**config.mk**
```make
export PLATFORM = sky130hd
export DESIGN_NAME = pscsd_core
export DESIGN_NICKNAME = d
export VERILOG_FILES = /design/src/design/pscsd_pkg.sv /design/src/design/pscsd_core.sv /design/src/design/pscsd_decode.sv
export SDC_FILE = /design/constraint.sdc
export NUM_CORES = 1
export LEC_CHECK = 0
export BUFFER_PORTS_ARGS = -buffer_cell sky130_fd_sc_hd__buf_2
export CORE_MARGIN = 2
export CORE_UTILIZATION = 47
export DETAILED_ROUTE_END_ITERATION = 8
export PLACE_DENSITY = 0.83
export REMOVE_ABC_BUFFERS = 1
export SLEW_MARGIN = 20
export SYNTH_ARGS = -nofsm -noshare
export SYNTH_HDL_FRONTEND = slang
export SYNTH_SLANG_ARGS = --single-unit
```
**constraint.sdc**
```tcl
create_clock -name ref_clk -period 3.1 [get_ports ref_clk]
set_clock_uncertainty 0.15 [all_clocks]
set_input_delay 0.465 -clock ref_clk [delete_from_list [all_inputs] [get_ports ref_clk]]
set_output_delay 0.465 -clock ref_clk [all_outputs]
set_load 0.005 [all_outputs]
```
**src/design/pscsd_pkg.sv**
```systemverilog
package pscsd_pkg;

  // Instruction word width and opcode patterns
  localparam int WORD_W = 10;
  localparam logic [9:0] OPC_SET_PORT = 10'h015;
  localparam logic [9:0] OPC_CMP_IMM = 10'h070;
  localparam logic [9:0] OPC_CMP_IMM_MASK = 10'h3f0;
  localparam logic [9:0] OPC_CMP_MEM = 10'h026;
  localparam logic [9:0] OPC_EXT0_TEST = 10'h038;

  // Immediate field of the compare-immediate word
  localparam int IMM_LSB = 0;
  localparam int IMM_W = 4;

  // Nibble width and the enable bit inside irq_control_reg_one
  localparam int NIB_W = 4;
  localparam int EXT0_EN_BIT = 0;

  // Reset values
  localparam logic FLAG_RST = 1'b0;

  // Decoded operation classes
  typedef enum logic [2:0] {
    OP_OTHER,
    OP_SET_PORT,
    OP_CMP_IMM,
    OP_CMP_MEM,
    OP_EXT0_TEST
  } pscsd_op_e;

  // Sequencer states
  typedef enum logic [1:0] {
    ST_RUN,
    ST_IMM_TAIL,
    ST_SKIP,
    ST_SKIP_TAIL
  } pscsd_state_e;

  // Output of the word decoder
  typedef struct packed {
    pscsd_op_e op;
    logic [IMM_W-1:0] imm;
    logic two_word;
  } pscsd_dec_s;

  // Nibble equality, used by both compare instructions
  function automatic logic pscsd_nib_eq(input logic [NIB_W-1:0] a,
                                        input logic [NIB_W-1:0] b);
    pscsd_nib_eq = (a == b);
  endfunction

endpackage

```
**src/design/pscsd_core.sv**
```systemverilog
`timescale 1ns/1ps
module pscsd_core #(
  parameter int PORT_W = 8,
  parameter int SEL_W = 3
) (
  input wire logic ref_clk,
  input wire logic resetn,
  input wire logic ce,
  input wire logic instr_valid,
  input wire logic [pscsd_pkg::WORD_W-1:0] instr_word,
  input wire logic [pscsd_pkg::NIB_W-1:0] acc,
  input wire logic [pscsd_pkg::NIB_W-1:0] mem_nibble,
  input wire logic [SEL_W-1:0] bit_select,
  input wire logic [pscsd_pkg::NIB_W-1:0] irq_control_reg_one,
  input wire logic ext0_request_set,
  output logic [PORT_W-1:0] port_out,
  output logic ext0_request_flag,
  output logic skip_word,
  output logic exec_word,
  output logic skip_pending
);

  // Refuse a port wider than the bit select can reach
  if (PORT_W < 1 || PORT_W > (1 << SEL_W)) begin : g_bad_width
    $error("pscsd_core: PORT_W must be 1 to 2**SEL_W");
  end

  // Whole state of the block
  typedef struct packed {
    pscsd_pkg::pscsd_state_e st;
    logic [PORT_W-1:0] port;
    logic flag;
    logic imm_match;
  } pscsd_reg_s;

  pscsd_reg_s r;
  pscsd_reg_s next_r;
  pscsd_pkg::pscsd_dec_s dec;
  logic take;
  logic exec;
  logic ext0_en;

  pscsd_decode u_decode (
    .word(instr_word),
    .dec(dec)
  );

  // A word counts only in a cycle that is enabled and carries one
  assign take = ce && instr_valid;
  assign exec = take && (r.st == pscsd_pkg::ST_RUN);
  assign ext0_en = irq_control_reg_one[pscsd_pkg::EXT0_EN_BIT];

  // Outputs; port and flag come straight from flip-flops
  assign port_out = r.port;
  assign ext0_request_flag = r.flag;
  assign skip_word = take && ((r.st == pscsd_pkg::ST_SKIP) ||
                              (r.st == pscsd_pkg::ST_SKIP_TAIL));
  assign exec_word = take && !skip_word;
  assign skip_pending = (r.st == pscsd_pkg::ST_SKIP);

  // Next-state logic; ce low leaves every field as it is
  always_comb begin
    next_r = r;
    if (take) begin
      unique case (r.st)
        pscsd_pkg::ST_RUN: begin
          unique case (dec.op)
            pscsd_pkg::OP_SET_PORT: begin
              // Out-of-range selects are ignored on a narrow port
              if (32'(bit_select) < PORT_W) begin
                next_r.port[bit_select] = 1'b1;
              end
            end
            pscsd_pkg::OP_CMP_IMM: begin
              // Compare on the first word, act after the second
              next_r.imm_match =
                pscsd_pkg::pscsd_nib_eq(acc, dec.imm);
              next_r.st = pscsd_pkg::ST_IMM_TAIL;
            end
            pscsd_pkg::OP_CMP_MEM: begin
              if (pscsd_pkg::pscsd_nib_eq(acc, mem_nibble)) begin
                next_r.st = pscsd_pkg::ST_SKIP;
              end
            end
            pscsd_pkg::OP_EXT0_TEST: begin
              if (!ext0_en) begin
                if (r.flag) begin
                  next_r.st = pscsd_pkg::ST_SKIP;
                end
                next_r.flag = 1'b0;
              end else begin
                // Enable bit high: no test, no clear, no skip
                next_r.st = pscsd_pkg::ST_RUN;
              end
            end
            pscsd_pkg::OP_OTHER: begin
              next_r.st = pscsd_pkg::ST_RUN;
            end
          endcase
        end
        pscsd_pkg::ST_IMM_TAIL: begin
          // Second word carries nothing of its own
          next_r.st = r.imm_match ? pscsd_pkg::ST_SKIP
                                  : pscsd_pkg::ST_RUN;
        end
        pscsd_pkg::ST_SKIP: begin
          // Skipped word has no effect; a two-word one takes its tail too
          next_r.st = dec.two_word ? pscsd_pkg::ST_SKIP_TAIL
                                   : pscsd_pkg::ST_RUN;
        end
        pscsd_pkg::ST_SKIP_TAIL: begin
          next_r.st = pscsd_pkg::ST_RUN;
        end
      endcase
    end
    // New request wins over a clear in the same cycle
    if (ce && ext0_request_set) begin
      next_r.flag = 1'b1;
    end
  end

  // State register
  always_ff @(posedge ref_clk or negedge resetn) begin
    if (!resetn) begin
      r.st <= pscsd_pkg::ST_RUN;
      r.port <= '0;
      r.flag <= pscsd_pkg::FLAG_RST;
      r.imm_match <= 1'b0;
    end else begin
      r <= next_r;
    end
  end

  // Set instruction drives the selected bit high
  port_set_a: assert property (@(posedge ref_clk)
    disable iff (!resetn)
    exec && dec.op == pscsd_pkg::OP_SET_PORT && 32'(bit_select) < PORT_W
    |=> port_out[$past(bit_select)] && $stable(r.st))
    else $error("selected port bit not set");

  // Port moves only under an executed set instruction
  port_hold_a: assert property (@(posedge ref_clk)
    disable iff (!resetn)
    !(exec && dec.op == pscsd_pkg::OP_SET_PORT) |=> $stable(port_out))
    else $error("port changed without set instruction");

  // Compare-immediate records the comparison and waits for its tail
  imm_compare_a: assert property (@(posedge ref_clk)
    disable iff (!resetn)
    exec && dec.op == pscsd_pkg::OP_CMP_IMM
    |=> r.st == pscsd_pkg::ST_IMM_TAIL && r.imm_match ==
        ($past(acc) ==
         $past(instr_word[pscsd_pkg::IMM_LSB +: pscsd_pkg::IMM_W])))
    else $error("compare-immediate not recorded");

  // Match after the tail word leads to a skip
  imm_skip_a: assert property (@(posedge ref_clk)
    disable iff (!resetn)
    take && r.st == pscsd_pkg::ST_IMM_TAIL && r.imm_match
    |=> r.st == pscsd_pkg::ST_SKIP)
    else $error("compare-immediate match did not skip");

  // Mismatch returns to normal execution
  imm_noskip_a: assert property (@(posedge ref_clk)
    disable iff (!resetn)
    take && r.st == pscsd_pkg::ST_IMM_TAIL && !r.imm_match
    |=> r.st == pscsd_pkg::ST_RUN)
    else $error("compare-immediate mismatch skipped");

  // Compare-memory skips exactly on equality
  mem_skip_a: assert property (@(posedge ref_clk)
    disable iff (!resetn)
    exec && dec.op == pscsd_pkg::OP_CMP_MEM
    |=> (r.st == pscsd_pkg::ST_SKIP) == ($past(acc) == $past(mem_nibble)))
    else $error("compare-memory skip wrong");

  // Flag test skips on the flag's old value when the enable bit is low
  ext0_skip_a: assert property (@(posedge ref_clk)
    disable iff (!resetn)
    exec && dec.op == pscsd_pkg::OP_EXT0_TEST && !ext0_en
    |=> (r.st == pscsd_pkg::ST_SKIP) == $past(r.flag))
    else $error("flag test skip wrong");

  // Flag test clears the flag unless a new request lands
  ext0_clear_a: assert property (@(posedge ref_clk)
    disable iff (!resetn)
    exec && dec.op == pscsd_pkg::OP_EXT0_TEST && !ext0_en && !ext0_request_set
    |=> !ext0_request_flag)
    else $error("flag test did not clear flag");

  // Control bit high makes the test a no-operation
  ext0_nop_a: assert property (@(posedge ref_clk)
    disable iff (!resetn)
    exec && dec.op == pscsd_pkg::OP_EXT0_TEST && ext0_en
    |=> r.st == pscsd_pkg::ST_RUN &&
        ext0_request_flag == ($past(r.flag) || $past(ext0_request_set)))
    else $error("disabled flag test acted");

  // A skipped two-word instruction swallows its tail as well
  skip_tail_a: assert property (@(posedge ref_clk)
    disable iff (!resetn)
    take && r.st == pscsd_pkg::ST_SKIP && dec.two_word
    |=> r.st == pscsd_pkg::ST_SKIP_TAIL)
    else $error("two-word skip lost its tail");

  // A skipped one-word instruction ends the skip at once
  skip_end_a: assert property (@(posedge ref_clk)
    disable iff (!resetn)
    take && r.st == pscsd_pkg::ST_SKIP && !dec.two_word
    |=> r.st == pscsd_pkg::ST_RUN)
    else $error("one-word skip did not end");

  // The swallowed tail word ends the skip
  tail_end_a: assert property (@(posedge ref_clk)
    disable iff (!resetn)
    take && r.st == pscsd_pkg::ST_SKIP_TAIL
    |=> r.st == pscsd_pkg::ST_RUN)
    else $error("skip tail did not end");

  // A skipped flag test must not clear the flag
  skip_flag_a: assert property (@(posedge ref_clk)
    disable iff (!resetn)
    take && r.st == pscsd_pkg::ST_SKIP &&
    dec.op == pscsd_pkg::OP_EXT0_TEST && r.flag
    |=> ext0_request_flag)
    else $error("skipped flag test cleared flag");

  // Request set wins over the clear
  flag_set_a: assert property (@(posedge ref_clk)
    disable iff (!resetn)
    ce && ext0_request_set |=> ext0_request_flag)
    else $error("request lost");

endmodule

```
**src/design/pscsd_decode.sv**
```systemverilog
`timescale 1ns/1ps
module pscsd_decode (
  input wire logic [pscsd_pkg::WORD_W-1:0] word,
  output pscsd_pkg::pscsd_dec_s dec
);

  // Pure decode; the sequencer decides whether the word is an opcode
  always_comb begin
    dec.imm = word[pscsd_pkg::IMM_LSB +: pscsd_pkg::IMM_W];
    if (word == pscsd_pkg::OPC_SET_PORT) begin
      dec.op = pscsd_pkg::OP_SET_PORT;
    end else if ((word & pscsd_pkg::OPC_CMP_IMM_MASK) ==
                 pscsd_pkg::OPC_CMP_IMM) begin
      dec.op = pscsd_pkg::OP_CMP_IMM;
    end else if (word == pscsd_pkg::OPC_CMP_MEM) begin
      dec.op = pscsd_pkg::OP_CMP_MEM;
    end else if (word == pscsd_pkg::OPC_EXT0_TEST) begin
      dec.op = pscsd_pkg::OP_EXT0_TEST;
    end else begin
      dec.op = pscsd_pkg::OP_OTHER;
    end
    // Needed so a skip also swallows a second word
    dec.two_word = (dec.op == pscsd_pkg::OP_CMP_IMM);
  end

endmodule

```
==> results <==
- The global placer's final weighted congestion is 0.761.
- The slowest cell on the critical path is sky130_fd_sc_hd__nor4_4.
- The number of endpoints with negative hold slack in the final report came to 0.
- For this run, the number of Yosys warnings is 0.
- The largest net degree at the start of global routing is 13.
- The mean post-synth cell area is 9.65 um2.
- The critical path in this run is classified as in2reg.
- The floorplan core area is roughly 1600 um2.
- The clock latency at the later pin of the worst-skew pair is 270 ps.
- The shortest clock period the worst path allows after layout is approximately 1800 ps.
- The clock network fraction of total power is 0.362.
- The design internal power is between 200 and 300 uW.
- Adding up every negative setup slack in the final design gives 0 ps.
- The critical path launch point type is an input pin.
- The number of slew-limit violations in the final report was 0.
- The number of antenna violations at the first check in global routing is 0.
- The arrival time reported for the critical path endpoint is ~1800 ps.
- The share of synthesized registers carrying an async set or reset is 1.00.
- The combinational power share is 0.165.
- The most common flop cell mapped by yosys is sky130_fd_sc_hd__dfrtp_1.
- Buffers placed on the I/O ports in this run total 38.
- The die boundary height is 45.3 um.
- Of the synthesized area, sequential elements account for 0.375.
- The path class of the tightest hold or removal check is in2reg.
- Summed over all cells, the static leakage comes to just over 0.0005 uW.
- After clock tree synthesis, the clock-pin slew on the worst setup and hold paths is about 70 ps.
- The horizontal extent of the die is 45.3 um.
- Across every metal layer, demand over resource in global routing totals 0.179.
- During I/O placement, the number of pins put on the boundary was 42.
- The worst setup path is captured at a flip-flop.
- Counting the buffers created by CTS gives 3.
- The clock passes through at most 2 buffers.
- The largest area contributor in the netlist is sky130_fd_sc_hd__dfrtp_1.
- Compared with the post-synthesis result, the final layout area differs by 24.5%.
- The flop and latch count out of synthesis is 12.
- Detailed routing inserted a total of 728 vias.
- In the final design database the tool counted 149 nets.
- The number of gates given a new drive strength after cts is 0.
- Data on the critical path is required at its endpoint by 3110 ps.
- The normalized max-slew margin is 0.810.
- The number of diodes is 0.
- The total of max-cap violations is 0.
- The run finished with clean final reports.
- At the pin with the least slew margin, the transition time is 282 ps.
- The instance area after placement is 951 um2.
- Global routing finished with a remaining overflow of 0.
- The most common cell in the synthesized netlist is sky130_fd_sc_hd__dfrtp_1.
- The initial DRC count is 10.
- Using the TritonRoute via totals, the vias-per-cell ratio works out to 5.43.
- The final layout contains routed wiring with a total length of 1630 um.
- Of the post-synthesis cell area, the dominant cell type holds 0.375.
- Setup repair after global routing left no endpoint under its margin.
- The number of hold buffers added after CTS is 1.
- The post-route cell area is about 1000 um2.
- The cell area after synthesis is 801 um2.
- In this run the number of H-tree levels came out at 1.
- Power spread over the standard cell area amounts to 334 nW/um2.
- The number of flops mapped to enable cells by yosys is 0.
- The initial utilization of the core area, before any placement, comes to 0.514.
- The area of the die is 2050 um2.
- The commonest cells after synthesis are sky130_fd_sc_hd__dfrtp_1 (12), sky130_fd_sc_hd__buf_4 (8), sky130_fd_sc_hd__xnor2_1 (8).
- The first-pass GRT wire length is around 2700 um.
- Synthesis handed over a netlist of 83 instances.
- Dividing the detail-routed wire length by the instance count gives 12.1 um.
- Traced cell by cell, the critical path runs through buf_2 > nor4_4 > nand3_2 > o221ai_2 > mux2_4.
- The number of nets with antenna violations after routing is 0.
- In the final layout, the share of cells above drive strength 1 is 0.415.
- The number of setup buffers added after CTS is 0.
- Of the total power, the share spent switching nets is 0.232.
- In this run the power spent charging and discharging nets is a little under 80 uW.
- The number of different library cells used by synthesis comes to 30.
- The tree is rooted in a sky130_fd_sc_hd__clkbuf_4.
- For this run, the detailed router's first-pass iteration total came to 4.
- The maximum VDD drop is 0.123 mV.
- Setup violations remaining at the end of the flow were counted as 0.
- The initialized floorplan defines 14 standard-cell rows.
- Timing would allow up to 571 MHz.
- After synthesis, the cell types taking the most area are sky130_fd_sc_hd__dfrtp_1 (38%), sky130_fd_sc_hd__xnor2_1 (8.8%), sky130_fd_sc_hd__buf_4 (7.5%).
- The CTS tree is done.
- For this design, the sink count on the clock tree is 12.
- The part of the cycle the worst path needs is 0.565.
- Detailed placement ended at an HPWL of 1340 um.
- The maximum cell stage delay along the critical path is 330 ps.
- The via count of the first global-routing pass was 664.
- Of the total power, registers draw 0.473.
- The biggest fanout along the worst timing path is 7.
- The DRC violation count after routing is 0.
power by group through the flow:
stage / clock [uW] / sequential, uW / combinational, uW
after floorplan: 0 / 161 / 22.4
after global placement: 0 / 161 / 52.7
after detailed placement: 0 / 161 / 54.2
after CTS: 125 / 158 / 55.3
after global routing: 132 / 158 / 61.7
final: 121 / 158 / 55.0
final timing paths:
kind | start | end | slack, ps | depth (start not counted)
max | instr_word[7] | r[10] | 1350 | 5
min | ext0_request_set | ext0_request_flag | 240 | 3
max reg2reg | r[11] | port_out[5] | 1370 | 5
min reg2reg | port_out[0] | port_out[0] | 300 | 1
max in group asynchronous | resetn | port_out[6] | 2150 | 2
min in group asynchronous | resetn | r[0] | 440 | 2
layout by cell type, fill, tap and decap left out, drive strengths merged, types with 2 or more instances in the layout:
| master | instances |
|---|---|
| a31o | 2 |
| buf | 38 |
| clkbuf | 4 |
| dfrtp | 12 |
| inv | 3 |
| nand2 | 7 |
| nand2b | 3 |
| nand3 | 4 |
| nand4 | 4 |
| nor2 | 6 |
| nor3 | 2 |
| nor4bb | 2 |
| o21ai | 4 |
| o21bai | 2 |
| o41ai | 2 |
| xnor2 | 8 |
metal layers:
metal  part of all wire  wire, um  global-route usage  up-vias
met5                  0         0                   0        -
met4              0.013        21              0.0941        0
met3              0.073       118              0.0280        2
met2               0.46       756               0.300       35
met1               0.45       730               0.219      324
li1                   -         -                   -      367
cell families after synthesis:
kind of cell / Yosys count / synth area share
buffers and inverters: 11 / 0.0891
multiplexers: 1 / 0.0187
XOR/XNOR: 8 / 0.0875
AO/OA/AOI/OAI: 17 / 0.170
flip-flops: 12 / 0.375
AND/OR/NAND/NOR: 34 / 0.259
metrics by stage:
step                setup slack (ps)   util  hold slack (ps)  power (uW)  instances
floorplan                       1330      -             19.4         183         75
global placement                1110  0.610              199         213        129
detailed placement              1060  0.610              204         215        129
CTS                             1350  0.640              234         337        134
global route                    1240  0.640              244         351        134
finish                          1350  0.640              238         333        134
registers in the layout, summed over array words and instances, names as in the netlist:
register / flops
ext0_request_flag: 1
port_out: 8
r: 3
final cells by class:
cell class | instances | area [um2]
multi-input combinational | 60 | 429
clock buffer | 4 | 36.3
tap | 16 | 20.0
inverter | 3 | 11.3
fill | 139 | 562
timing repair buffer | 39 | 200
sequential | 12 | 300
worst max-delay path, delay by kind of cell:
kind	cells	cell delay, ps
buf+inv	1	120
compound gates	1	290
simple gates	2	560
mux	1	320
Note: power is estimated with default switching activity, not from simulation.
